`config.mk`:
```
export PLATFORM = sky130hd
export DESIGN_NAME = tibsr_regs
export DESIGN_NICKNAME = d
export VERILOG_FILES = /design/src/include/tibsr_pkg.sv /design/src/design/tibsr_sync.sv /design/src/design/tibsr_regs.sv
export SDC_FILE = /design/constraint.sdc
export NUM_CORES = 1
export LEC_CHECK = 0
export BUFFER_PORTS_ARGS = -buffer_cell sky130_fd_sc_hd__buf_2
export CELL_PAD_IN_SITES_DETAIL_PLACEMENT = 2
export CELL_PAD_IN_SITES_GLOBAL_PLACEMENT = 2
export CORE_AREA = 2 2 80 101
export DETAILED_ROUTE_END_ITERATION = 8
export DIE_AREA = 0 0 82 103
export GPL_ROUTABILITY_DRIVEN = 0
export PLACE_DENSITY = 0.84
export SLEW_MARGIN = 40
export SYNTH_ARGS = -nofsm -noshare
export SYNTH_HDL_FRONTEND = slang
export SYNTH_SLANG_ARGS = --single-unit
```
`constraint.sdc`:
```
create_clock -name clk_sys -period 2.4 [get_ports clk_sys]
set_input_delay 0.48 -clock clk_sys [delete_from_list [all_inputs] [get_ports clk_sys]]
set_output_delay 0.48 -clock clk_sys [all_outputs]
set_load 0.1 [all_outputs]
```
`src/include/tibsr_pkg.sv`:
```
// Package with register map, field positions and reset values
package tibsr_pkg;
   // Register addresses
   localparam logic [7:0] ADDR_FLAGS_FIRST = 8'h0a;
   localparam logic [7:0] ADDR_FLAGS_SECOND = 8'h0b;
   localparam logic [7:0] ADDR_FILL_LEVEL = 8'h0c;
   localparam logic [7:0] ADDR_HANDSHAKE = 8'h0d;
   localparam logic [7:0] ADDR_LAST_ADDR = 8'h0e;
   // Second flag register bit positions
   localparam int BIT_RX_START = 7;
   localparam int BIT_FRAME_ERR = 6;
   localparam int BIT_PARITY_ERR = 5;
   localparam int BIT_CRC_ERR = 4;
   localparam int BIT_BUFFER_FAULT = 3;
   localparam int BIT_EE_DONE = 2;
   localparam int BIT_EE_PROT_ERR = 1;
   localparam int BIT_ACCESS_ERR = 0;
   // Fill level fields
   localparam int BIT_LEN_INVALID = 7;
   localparam int LEN_WIDTH = 6;
   // Handshake fields
   localparam int BIT_READER_WORKING = 5;
   localparam int BIT_READER_DATA = 4;
   localparam int BIT_HOST_DATA = 3;
   localparam int BIT_UNDERFLOW = 1;
   localparam int BIT_OVERFLOW = 0;
   // Reset values, busy read pattern and zero read value
   localparam logic [7:0] FLAGS_RESET = 8'h00;
   localparam logic [7:0] LAST_ADDR_RESET = 8'h00;
   localparam logic [7:0] LAST_ADDR_BUSY = 8'hff;
   localparam logic [7:0] READ_ZERO = 8'h00;
endpackage : tibsr_pkg

```
`src/design/tibsr_sync.sv`:
```
// Two-stage reset release synchroniser
`timescale 1ns/1ps
module tibsr_sync (
   // Clock and raw reset
   input wire logic clk_sys,
   input wire logic reset_n,
   // Synchronised reset
   output logic reset_sync_n
);
   logic [1:0] stage_reg;
   always_ff @(posedge clk_sys or negedge reset_n) begin
      if (!reset_n) begin
         stage_reg <= 2'h0;
      end else begin
         stage_reg <= {stage_reg[0], 1'b1};
      end
   end
   assign reset_sync_n = stage_reg[1];
endmodule : tibsr_sync

```
`src/design/tibsr_regs.sv`:
```
// Interrupt flag, buffer status and last reader address registers
// Operation
// - First flag register zeroed at reset, set-default, and after each host read.
// - Second flag register zeroed at reset, set-default, and after each host read.
// - Bit 7 sets when a reader frame starts into the buffer.
// - Bit 6 flags framing fault; bytes still stored in buffer.
// - Bit 5 flags parity mismatch; data still stored.
// - Bit 4 flags CRC failure; data still stored.
// - Bit 3 sets on buffer overflow or underflow.
// - Bit 2 sets when host-requested EEPROM programming completes.
// - Bit 1 sets on EEPROM write to protected or missing address.
// - Bit 0 sets when access control aborts a host operation.
// - Fill level bit 7 high while buffer contents change.
// - Fill level bits 5..0 hold unread byte count.
// - Fill level zeroed at reset, set-default and clear-buffer.
// - Handshake bits 5,4,3 report reader busy, reader data, host data.
// - Handshake bit 1 sets on buffer underflow.
// - Handshake bit 0 sets on buffer overflow.
// - Last-address register captures every reader EEPROM address, even out of range, except when clear-buffer or set-default comes in the same cycle.
// - Last-address reads all ones while being updated.
// - Masks gate only the interrupt output; flags still set.
`timescale 1ns/1ps
module tibsr_regs (
   // Clock and reset
   input wire logic clk_sys,
   input wire logic reset_n,
   // Device commands
   input wire logic cmd_set_default,
   input wire logic cmd_clear_buffer,
   // Host register read port
   input wire logic rd_en,
   input wire logic [7:0] rd_addr,
   output logic [7:0] rd_data,
   // First flag register events
   input wire logic [7:0] ev_first,
   // Second flag register events
   input wire logic ev_rx_start,
   input wire logic ev_frame_err,
   input wire logic ev_parity_err,
   input wire logic ev_crc_err,
   input wire logic ev_ee_done,
   input wire logic ev_ee_prot_err,
   input wire logic ev_access_err,
   // Buffer status
   input wire logic buf_changing,
   input wire logic [5:0] buf_count,
   input wire logic buf_count_load,
   input wire logic buf_underflow,
   input wire logic buf_overflow,
   input wire logic reader_side_working,
   input wire logic reader_side_data_waiting,
   input wire logic host_side_data_waiting,
   // Reader EEPROM access
   input wire logic rd_ee_start,
   input wire logic rd_ee_done,
   input wire logic [7:0] rd_ee_addr,
   // Masks
   input wire logic [7:0] mask_first,
   input wire logic [7:0] mask_second,
   // Interrupt
   output logic irq
);
   typedef struct packed {
      logic [7:0] first;
      logic [7:0] second;
      logic len_invalid;
      logic [5:0] len;
      logic [2:0] hshake;
      logic under;
      logic over;
      logic addr_busy;
      logic [7:0] last_addr;
      logic [7:0] rd_data;
      logic irq;
   } tibsr_state_t;

   logic rst_n;
   tibsr_state_t st_reg;
   tibsr_state_t st_next;
   logic [7:0] ev_second;
   logic [7:0] first_v;
   logic [7:0] second_v;
   logic bf_event;

   tibsr_sync u_sync (
      .clk_sys(clk_sys),
      .reset_n(reset_n),
      .reset_sync_n(rst_n)
   );

   always_comb begin
      st_next = st_reg;
      bf_event = buf_underflow | buf_overflow;
      ev_second = 8'h00;
      ev_second[tibsr_pkg::BIT_RX_START] = ev_rx_start;
      ev_second[tibsr_pkg::BIT_FRAME_ERR] = ev_frame_err;
      ev_second[tibsr_pkg::BIT_PARITY_ERR] = ev_parity_err;
      ev_second[tibsr_pkg::BIT_CRC_ERR] = ev_crc_err;
      ev_second[tibsr_pkg::BIT_BUFFER_FAULT] = bf_event;
      ev_second[tibsr_pkg::BIT_EE_DONE] = ev_ee_done;
      ev_second[tibsr_pkg::BIT_EE_PROT_ERR] = ev_ee_prot_err;
      ev_second[tibsr_pkg::BIT_ACCESS_ERR] = ev_access_err;
      // Read data
      st_next.rd_data = tibsr_pkg::READ_ZERO;
      if (rd_en) begin
         unique case (rd_addr)
            tibsr_pkg::ADDR_FLAGS_FIRST: st_next.rd_data = st_reg.first;
            tibsr_pkg::ADDR_FLAGS_SECOND: st_next.rd_data = st_reg.second;
            tibsr_pkg::ADDR_FILL_LEVEL: begin
               st_next.rd_data[tibsr_pkg::BIT_LEN_INVALID] = st_reg.len_invalid;
               st_next.rd_data[tibsr_pkg::LEN_WIDTH-1:0] = st_reg.len;
            end
            tibsr_pkg::ADDR_HANDSHAKE: begin
               st_next.rd_data[tibsr_pkg::BIT_READER_WORKING] = st_reg.hshake[2];
               st_next.rd_data[tibsr_pkg::BIT_READER_DATA] = st_reg.hshake[1];
               st_next.rd_data[tibsr_pkg::BIT_HOST_DATA] = st_reg.hshake[0];
               st_next.rd_data[tibsr_pkg::BIT_UNDERFLOW] = st_reg.under;
               st_next.rd_data[tibsr_pkg::BIT_OVERFLOW] = st_reg.over;
            end
            tibsr_pkg::ADDR_LAST_ADDR: begin
               st_next.rd_data = st_reg.addr_busy ? tibsr_pkg::LAST_ADDR_BUSY
                                                  : st_reg.last_addr;
            end
            default: st_next.rd_data = tibsr_pkg::READ_ZERO;
         endcase
      end
      // Read clears, new events win
      first_v = st_reg.first;
      second_v = st_reg.second;
      if (rd_en && rd_addr == tibsr_pkg::ADDR_FLAGS_FIRST) begin
         first_v = tibsr_pkg::FLAGS_RESET;
      end
      if (rd_en && rd_addr == tibsr_pkg::ADDR_FLAGS_SECOND) begin
         second_v = tibsr_pkg::FLAGS_RESET;
      end
      st_next.first = first_v | ev_first;
      st_next.second = second_v | ev_second;
      // Buffer status
      st_next.len_invalid = buf_changing;
      if (buf_count_load) begin
         st_next.len = buf_count;
      end
      st_next.hshake = {reader_side_working, reader_side_data_waiting,
                        host_side_data_waiting};
      st_next.under = st_reg.under | buf_underflow;
      st_next.over = st_reg.over | buf_overflow;
      // Last reader address
      if (rd_ee_start) begin
         st_next.addr_busy = 1'b1;
      end
      if (rd_ee_done) begin
         st_next.addr_busy = 1'b0;
         st_next.last_addr = rd_ee_addr;
      end
      if (cmd_clear_buffer) begin
         st_next.len = '0;
         st_next.len_invalid = 1'b0;
         st_next.under = 1'b0;
         st_next.over = 1'b0;
         st_next.last_addr = tibsr_pkg::LAST_ADDR_RESET;
         st_next.addr_busy = 1'b0;
      end
      if (cmd_set_default) begin
         st_next.first = tibsr_pkg::FLAGS_RESET;
         st_next.second = tibsr_pkg::FLAGS_RESET;
         st_next.len = '0;
         st_next.len_invalid = 1'b0;
         st_next.under = 1'b0;
         st_next.over = 1'b0;
         st_next.last_addr = tibsr_pkg::LAST_ADDR_RESET;
         st_next.addr_busy = 1'b0;
      end
      st_next.irq = |((st_next.first & ~mask_first) |
                      (st_next.second & ~mask_second));
   end

   always_ff @(posedge clk_sys or negedge rst_n) begin
      if (!rst_n) begin
         st_reg <= '0;
      end else begin
         st_reg <= st_next;
      end
   end

   assign rd_data = st_reg.rd_data;
   assign irq = st_reg.irq;

   a_second_clear: assert property (@(posedge clk_sys) disable iff (!rst_n)
      (rd_en && rd_addr == tibsr_pkg::ADDR_FLAGS_SECOND && !(|ev_second) && !cmd_set_default)
      |=> st_reg.second == 8'h00) else $error("second flags not cleared");
   a_first_clear: assert property (@(posedge clk_sys) disable iff (!rst_n)
      (rd_en && rd_addr == tibsr_pkg::ADDR_FLAGS_FIRST && ev_first == 8'h00)
      |=> st_reg.first == 8'h00) else $error("first flags not cleared");
   a_rx_start: assert property (@(posedge clk_sys) disable iff (!rst_n)
      ev_rx_start && !cmd_set_default |=> st_reg.second[7]) else $error("rx start lost");
   a_crc_set: assert property (@(posedge clk_sys) disable iff (!rst_n)
      ev_crc_err && !cmd_set_default |=> st_reg.second[4]) else $error("crc flag lost");
   a_bf_fault: assert property (@(posedge clk_sys) disable iff (!rst_n)
      (buf_underflow || buf_overflow) && !cmd_set_default |=> st_reg.second[3])
      else $error("buffer fault lost");
   a_underflow: assert property (@(posedge clk_sys) disable iff (!rst_n)
      buf_underflow && !cmd_set_default && !cmd_clear_buffer |=> st_reg.under)
      else $error("underflow lost");
   a_len_clear: assert property (@(posedge clk_sys) disable iff (!rst_n)
      cmd_clear_buffer |=> st_reg.len == 6'h00) else $error("length not cleared");
   a_addr_busy: assert property (@(posedge clk_sys) disable iff (!rst_n)
      rd_en && rd_addr == tibsr_pkg::ADDR_LAST_ADDR && st_reg.addr_busy
      |=> rd_data == tibsr_pkg::LAST_ADDR_BUSY)
      else $error("busy address not ones");
   a_irq_masked: assert property (@(posedge clk_sys) disable iff (!rst_n)
      irq == |((st_reg.first & ~$past(mask_first)) | (st_reg.second & ~$past(mask_second))))
      else $error("irq does not follow unmasked flags");
   a_frame_set: assert property (@(posedge clk_sys) disable iff (!rst_n)
      ev_frame_err && !cmd_set_default |=> st_reg.second[tibsr_pkg::BIT_FRAME_ERR])
      else $error("framing flag lost");
   a_parity_set: assert property (@(posedge clk_sys) disable iff (!rst_n)
      ev_parity_err && !cmd_set_default |=> st_reg.second[tibsr_pkg::BIT_PARITY_ERR])
      else $error("parity flag lost");
   a_ee_done: assert property (@(posedge clk_sys) disable iff (!rst_n)
      ev_ee_done && !cmd_set_default |=> st_reg.second[tibsr_pkg::BIT_EE_DONE])
      else $error("eeprom done flag lost");
   a_ee_prot: assert property (@(posedge clk_sys) disable iff (!rst_n)
      ev_ee_prot_err && !cmd_set_default |=> st_reg.second[tibsr_pkg::BIT_EE_PROT_ERR])
      else $error("protection flag lost");
   a_access_set: assert property (@(posedge clk_sys) disable iff (!rst_n)
      ev_access_err && !cmd_set_default |=> st_reg.second[tibsr_pkg::BIT_ACCESS_ERR])
      else $error("access flag lost");
   a_overflow: assert property (@(posedge clk_sys) disable iff (!rst_n)
      buf_overflow && !cmd_set_default && !cmd_clear_buffer |=> st_reg.over)
      else $error("overflow lost");
   a_last_addr: assert property (@(posedge clk_sys) disable iff (!rst_n)
      rd_ee_done && !cmd_set_default && !cmd_clear_buffer
      |=> st_reg.last_addr == $past(rd_ee_addr))
      else $error("reader address not captured");
   a_hshake_level: assert property (@(posedge clk_sys) disable iff (!rst_n)
      st_reg.hshake == $past({reader_side_working, reader_side_data_waiting,
                              host_side_data_waiting}))
      else $error("handshake levels not tracked");
   a_default_zero: assert property (@(posedge clk_sys) disable iff (!rst_n)
      cmd_set_default |=> st_reg.first == tibsr_pkg::FLAGS_RESET
                          && st_reg.second == tibsr_pkg::FLAGS_RESET)
      else $error("flags not zeroed by set default");
endmodule : tibsr_regs

```
==> results of run 1 <==
## synth_stat cells (all sizes together), types with 2 or more instances
| master | instances |
|---|---|
| and3b | 2 |
| inv | 20 |
| nor3 | 3 |
| a2111o | 2 |
| buf | 12 |
| clkbuf | 7 |
| a21oi | 16 |
| mux2 | 11 |
| a32o | 2 |
| a22oi | 4 |
| a31oi | 5 |
| nor2b | 7 |
| dfrtp | 48 |
| a21boi | 2 |
| o21ai | 8 |
| nor2 | 37 |
| mux2i | 14 |
| nor4 | 2 |
| nand2 | 14 |
| a22o | 2 |
| o2111ai | 2 |
| nand3 | 3 |
| o22ai | 5 |
## worst max-delay path: stages
cell and delay (ps):
buf_2 90, or4_4 570, nor4_4 270, nand3_1 340, a21oi_1 270, nor2_1 80
## cell families after synthesis
kind of cell | Yosys count | share of synthesized area [%]
mux | 25 | 11.0
compound gates | 53 | 14.5
buf+inv | 39 | 8.77
other cells | 1 | 0.157
flops | 48 | 50.1
simple gates | 74 | 15.4
## worst min-delay path by stage
stage | start | endpoint | depth (start not counted)
after CTS | reader_side_data_waiting | st_reg[21]$_DFF_PN0_ | 1
final | host_side_data_waiting | st_reg[20]$_DFF_PN0_ | 1
after floorplan | reset_n | u_sync.stage_reg[0]$_DFF_PN0_ | 0
after global routing | host_side_data_waiting | st_reg[20]$_DFF_PN0_ | 1
after detailed placement | reset_n | u_sync.stage_reg[0]$_DFF_PN0_ | 1
after global placement | reset_n | u_sync.stage_reg[0]$_DFF_PN0_ | 1
## report_power, final
| group | internal, uW | switching [uW] | total, uW |
|---|---|---|---|
| registers | 842 | 25.0 | 867 |
| clock network | 231 | 275 | 506 |
| logic | 103 | 128 | 231 |
## metal layers
layer | part of all wire (%) | track usage, %
met1 | 40 | 19.6
met5 | 0 | 0
met4 | 2.8 | 7.31
met2 | 53 | 34.2
met3 | 4.2 | 2.80
## metrics by stage
stage	util [%]	power, uW	cell area [sq um]	setup WS (ps)
6_report	38.0	1600	2870	477
5_1_grt	38.0	1680	2870	394
4_1_cts	38.0	1630	2870	449
3_5_place_dp	36.6	1120	2770	135
3_3_place_gp	36.6	1110	2770	203
2_1_floorplan	-	1010	2400	322
## final cells by class
type / count / share of cell area (%)
Inverter: 20 / 2.61
Multi-Input combinational cell: 153 / 34.3
Tap cell: 95 / 4.14
Clock inverter: 2 / 0.348
Timing Repair Buffer: 78 / 13.9
Clock buffer: 6 / 2.87
Sequential cell: 48 / 41.8
## what timing repair did
| item | CTS | global route |
|---|---|---|
| gates resized for setup | 0 | 0 |
| endpoints found under the hold margin | 2 | 0 |
| hold buffers | 1 | 0 |
==> results.md, run 1 <==
- Outcome: completed
- ANT cells: 0
- Die area: 0.00845 sq mm
- Startpoint Class: primary input
- Yosys reg bits: 48
- Clock Path Buffers: 2
- Dpl cells: 393
- Final WL: 7.19 mm
- RSZ-0062 raised after global routing: false
- Filler cells: 868
- Achievable Freq: 520 MHz
- Initial antenna violation count: 0
- Synth-to-Final Area Change: 19.9%
- Slew Limit Fails: 0
- H-tree depth: 2
- Setup violators final: 0
- Mapped cell area: 0.00240 sq mm
- Commonest non-fill, non-tap cell in the layout: buf_2
- Share of layout cells above drive strength 1: 32.9%
- Vias per std cell: 5.02
- Synth area leaders: dfrtp_1 50%, mux2i_1 5.8%, nor2_1 5.8%, mux2_2 5.2%, a21oi_1 3.3%
- Max transition margin: 60.4%
- Static Leak: 0.00147 uW
- All-layer global routing usage: 18.0%
- Most frequent cells in the layout: 75 x buf_2, 47 x dfrtp_1, 37 x nor2_1
- I/O pin total: 76
- Setup Skew: 6.64 ps
- Vias in the first global route: 2282
- Max reg flops: 37
- Pin count of the biggest net entering global routing: 47
- Post-synth cell types: 41
- Maxcap violations: 0
- Syn nets: 307
- Cells after Synth: 240
- Asr flop ratio synth: 100%
- Clock Latency Late Sink: 300 ps
- CP Class: primary input to flop
- Syn Area/Cell: 9.98 sq um
- CP Launch Point: rd_addr[5]
- Total CTS buffers: 5
- CP arrival: 2100 ps
- Post-route minimum period: 1920 ps
- Final net count: 373
- Detail Placement HPWL: 5.86 mm
- CTS tree: yes
- Period utilization: 80.1%
- Routed Antenna Nets: 0
- Fin Hold WS: 288 ps
- Worst R2R Start: st_reg[35]$_DFF_PN0_
- Hold Crit Class: primary input to flop
- Area of the multi-input gates: 985 sq um
- Yosys warns: 0
- DR vias: 2019
- R2R setup slack: 780 ps
- TritonRoute pass-1 iters: 4
- Setup crit end kind: flop
- WL/cell: 17.9 microns
- Worst reg2reg endpoint: irq$_DFF_PN0_
- Storage element area: 0.00120 sq mm
- Yosys top cell area share: 50.1%
- Worst slew pin tran: 593 ps
- Pwr/cell area: 558 mW/mm^2
- Sequential fraction of the synthesis area: 50.1%
- CORE AREA: 0.00757 sq mm
- VDD IR-drop max: 206 uV
- Worst-path clk slew: 90 ps
- Fin. Hold Viols: 0
- Die Wd: 82 microns
- Total congestion overflow: 0
- Chip height: 103 microns
- Cells on worst reg2reg path: 5
- First-pass GRT wire length: 11.3 mm
- Core Rows: 36
- CP required: 2580 ps
- Synth Flop Type: dfrtp_1
- Post-CTS repair timing setup buffer count: 0
- Critical Path Sink: st_reg[34]$_DFF_PN0_
- Synth area leader: dfrtp_1
- Initial Utilization: 31.7%
- Number of remaining DRC errors: 0
- Fin cells: 402
- Port bufs: 75
- Clk sinks: 48
- Initial DRC Count: 57
- CTS root buffer: clkbuf_8
- Critical path peak fanout: 8
- Post-synth EDFFs: 0
- Setup TNS: 0 ps
Note: power is estimated with default switching activity, not from simulation.
==> run 2, diff against run 1 <==
--- a/config.mk
+++ b/config.mk
@@ -8,11 +8,11 @@
 export BUFFER_PORTS_ARGS = -buffer_cell sky130_fd_sc_hd__buf_2
 export CELL_PAD_IN_SITES_DETAIL_PLACEMENT = 2
 export CELL_PAD_IN_SITES_GLOBAL_PLACEMENT = 2
-export CORE_AREA = 2 2 80 101
+export CORE_AREA = 2 2 88 111
 export DETAILED_ROUTE_END_ITERATION = 8
-export DIE_AREA = 0 0 82 103
+export DIE_AREA = 0 0 90 113
 export GPL_ROUTABILITY_DRIVEN = 0
-export PLACE_DENSITY = 0.84
+export PLACE_DENSITY = 0.74
 export SLEW_MARGIN = 40
 export SYNTH_ARGS = -nofsm -noshare
 export SYNTH_HDL_FRONTEND = slang
==> constraint.sdc (replaced) <==
create_clock -name clk_sys -period 1.7 [get_ports clk_sys]
set_input_delay 0.34 -clock clk_sys [delete_from_list [all_inputs] [get_ports clk_sys]]
set_output_delay 0.34 -clock clk_sys [all_outputs]
set_load 0.1 [all_outputs]
==> run 2 against run 1 <==
Compared with the run above: die area is 20% higher; total power grew 67%; cell area up 7.6%; combinational power grew 42%; non-clock buffer count increased by 9; sequential share of layout area down 2.9 points; cell count rose by 9.2%.
==> results.md, run 2 (synthesized netlist as in run 1, its figures left out) <==
- Final WS setup: 61.3 ps (was 477 ps)
- Static Leak: 0.00156 uW (was 0.00147 uW)
- H-tree depth: 2 (unchanged)
- Startpoint Class: primary input (unchanged)
- WL/cell: 16.5 microns (was 17.9 microns)
- Clock Latency Late Sink: 280 ps (was 300 ps)
- Initial antenna violation count: 0 (unchanged)
- CP required: 1870 ps (was 2580 ps)
- Fin. Hold Viols: 0 (unchanged)
- Setup violators final: 0 (unchanged)
- I/O pin total: 76 (unchanged)
- Chip height: 113 microns (was 103 microns)
- Max transition margin: 63.9% (was 60.4%)
- Post-route minimum period: 1640 ps
- Storage element area: 0.00120 sq mm (unchanged)
- RSZ-0062 raised after global routing: true (was false)
- VDD IR-drop max: 405 uV (was 206 uV)
- Die area: 0.0102 sq mm (was 0.00845 sq mm)
- Pwr/cell area: 867 mW/mm^2 (was 558 mW/mm^2)
- Period utilization: 96.4%
- Total CTS buffers: 5 (unchanged)
- Core Rows: 39 (was 36)
- Max reg flops: 37 (unchanged)
- Total chip power: 2680 uW (was 1600 uW)
- Total congestion overflow: 0 (unchanged)
- Detail Placement HPWL: 5.89 mm (was 5.86 mm)
- Setup TNS: 0 ps (unchanged)
- CTS tree: yes (unchanged)
- First-pass GRT wire length: 12.0 mm (was 11.3 mm)
- CP cell instances: buf_6 > or4_4 > nor4_4 > nand3_1 > buf_6 > a21oi_1 > nor2_1 (was buf_2 > or4_4 > nor4_4 > nand3_1 > a21oi_1 > nor2_1)
- Crit path max-delay family: simple AND/OR/NAND/NOR gates (unchanged)
- CTS root buffer: clkbuf_16 (was clkbuf_8)
- Setup Skew: 2.28 ps (was 6.64 ps)
- GR Layer Usage met3: 3.20% (was 2.80%)
- Hold Crit Class: primary input to flop (unchanged)
- Worst path buffer plus inverter count: 2 (was 1)
- Initial Utilization: 26.4% (was 31.7%)
- ANT cells: 0 (unchanged)
- Final WL: 7.26 mm (was 7.19 mm)
- Worst slew pin tran: 542 ps (was 593 ps)
- Synth-to-Final Area Change: 29.0% (was 19.9%)
- Share of layout cells above drive strength 1: 35.8% (was 32.9%)
- Routed Antenna Nets: 0 (unchanged)
- Number of remaining DRC errors: 0 (unchanged)
- Worst-path clk slew: 60 ps (was 90 ps)
- Vias in the first global route: 2239 (was 2282)
- Maxcap violations: 0 (unchanged)
- CP Class: primary input to flop (unchanged)
- Final net count: 382 (was 373)
- Slew Limit Fails: 0 (unchanged)
- Setup WS pre-CTS: -258 ps (was 135 ps)
- Commonest non-fill, non-tap cell in the layout: buf_2 (unchanged)
- Setup crit end kind: flop (unchanged)
- Worst path max stage delay: 580 ps (was 570 ps)
- Util after Layout: 34.1% (was 38.0%)
- Met1 track demand over resource: 18.3% (was 19.6%)
- Vias per std cell: 4.60 (was 5.02)
- Pin count of the biggest net entering global routing: 25 (was 47)
- Clk sinks: 48 (unchanged)
- Fin Hold WS: 157 ps (was 288 ps)
- Achievable Freq: 610 MHz
- CORE AREA: 0.00908 sq mm (was 0.00757 sq mm)
- Area of the multi-input gates: 0.00100 sq mm (was 985 sq um)
- TritonRoute pass-1 iters: 4 (unchanged)
- Outcome: completed (unchanged)
- Die Wd: 90 microns (was 82 microns)
- Top Usage Layer GRT: met2 (unchanged)
- Initial DRC Count: 25 (was 57)
- DR vias: 2021 (was 2019)
- CP arrival: 1810 ps (was 2100 ps)
- All-layer global routing usage: 15.1% (was 18.0%)
- Port bufs: 75 (unchanged)
- Crit-path slowest cell: or4_4 (unchanged)
- Filler cells: 1061 (was 868)
- CP dominant cell by count: buf_6
- Critical path peak fanout: 8 (unchanged)
- Routing usage on met2: 27.1% (was 34.2%)
- Clock Path Buffers: 2 (unchanged)
- Most frequent cells in the layout: 74 x buf_2, 47 x dfrtp_1, 37 x nor2_1 (was 75 x buf_2, 47 x dfrtp_1, 37 x nor2_1)
-- run 2: cell types whose count changed in the layout (fill, tap and decap cells not counted), sizes merged --
cell,previous run,this run
clkinv,2,1
clkbuf,6,5
buf,77,86
clkinvlp,0,1
bufinv,0,1
-- run 2: power breakdown --
part | internal (uW) | switching, uW | total, uW
logic | 157 | 172 | 329
clock network | 691 | 425 | 1120
registers | 1190 | 45.1 | 1230
total | 2040 | 642 | 2680
-- run 2: final timing paths --
check | slack, ps | start | to | depth (start not counted)
max in group asynchronous | 930 | u_sync.stage_reg[1]$_DFF_PN0_ | st_reg[37]$_DFF_PN0_ | 1
max | 60 | rd_addr[5] | st_reg[31]$_DFF_PN0_ | 7
max reg2reg | 80 | st_reg[35]$_DFF_PN0_ | irq$_DFF_PN0_ | 5
min | 160 | reader_side_working | st_reg[22]$_DFF_PN0_ | 1
min in group asynchronous | 250 | u_sync.stage_reg[1]$_DFF_PN0_ | st_reg[14]$_DFFE_PN0P_ | 0
min reg2reg | 250 | u_sync.stage_reg[1]$_DFF_PN0_ | st_reg[14]$_DFFE_PN0P_ | 0
-- run 2: area by class of cell --
cell class,instances,area share [%]
Sequential cell,48,38.9
Timing Repair Buffer,87,15.9
Tap cell,123,4.98
Multi-Input combinational cell,153,32.4
Inverter,20,2.43
Clock buffer,5,4.05
Clock inverter,3,1.38
-- run 2: through the flow --
step           cell area [sq um]  std cells
2_1_floorplan               2400        240
3_3_place_gp                2880        429
3_5_place_dp                2880        429
4_1_cts                     3060        438
5_1_grt                     3090        439
6_report                    3090        439
-- run 2: per-layer routing --
metal / vias to the layer above / wire [microns] / share of wire, %
met2: 57 / 3850 / 53
met3: 7 / 329 / 4.5
met1: 986 / 2970 / 41
met4: 0 / 110 / 1.5
li1: 971 / - / -
met5: - / 0 / 0
-- run 2: timing repair --
action,CTS,global route
endpoints found under the hold margin,2,0
buffers inserted,0,1
hold buffers,1,0
resized for setup,0,6
setup endpoints to repair,0,17
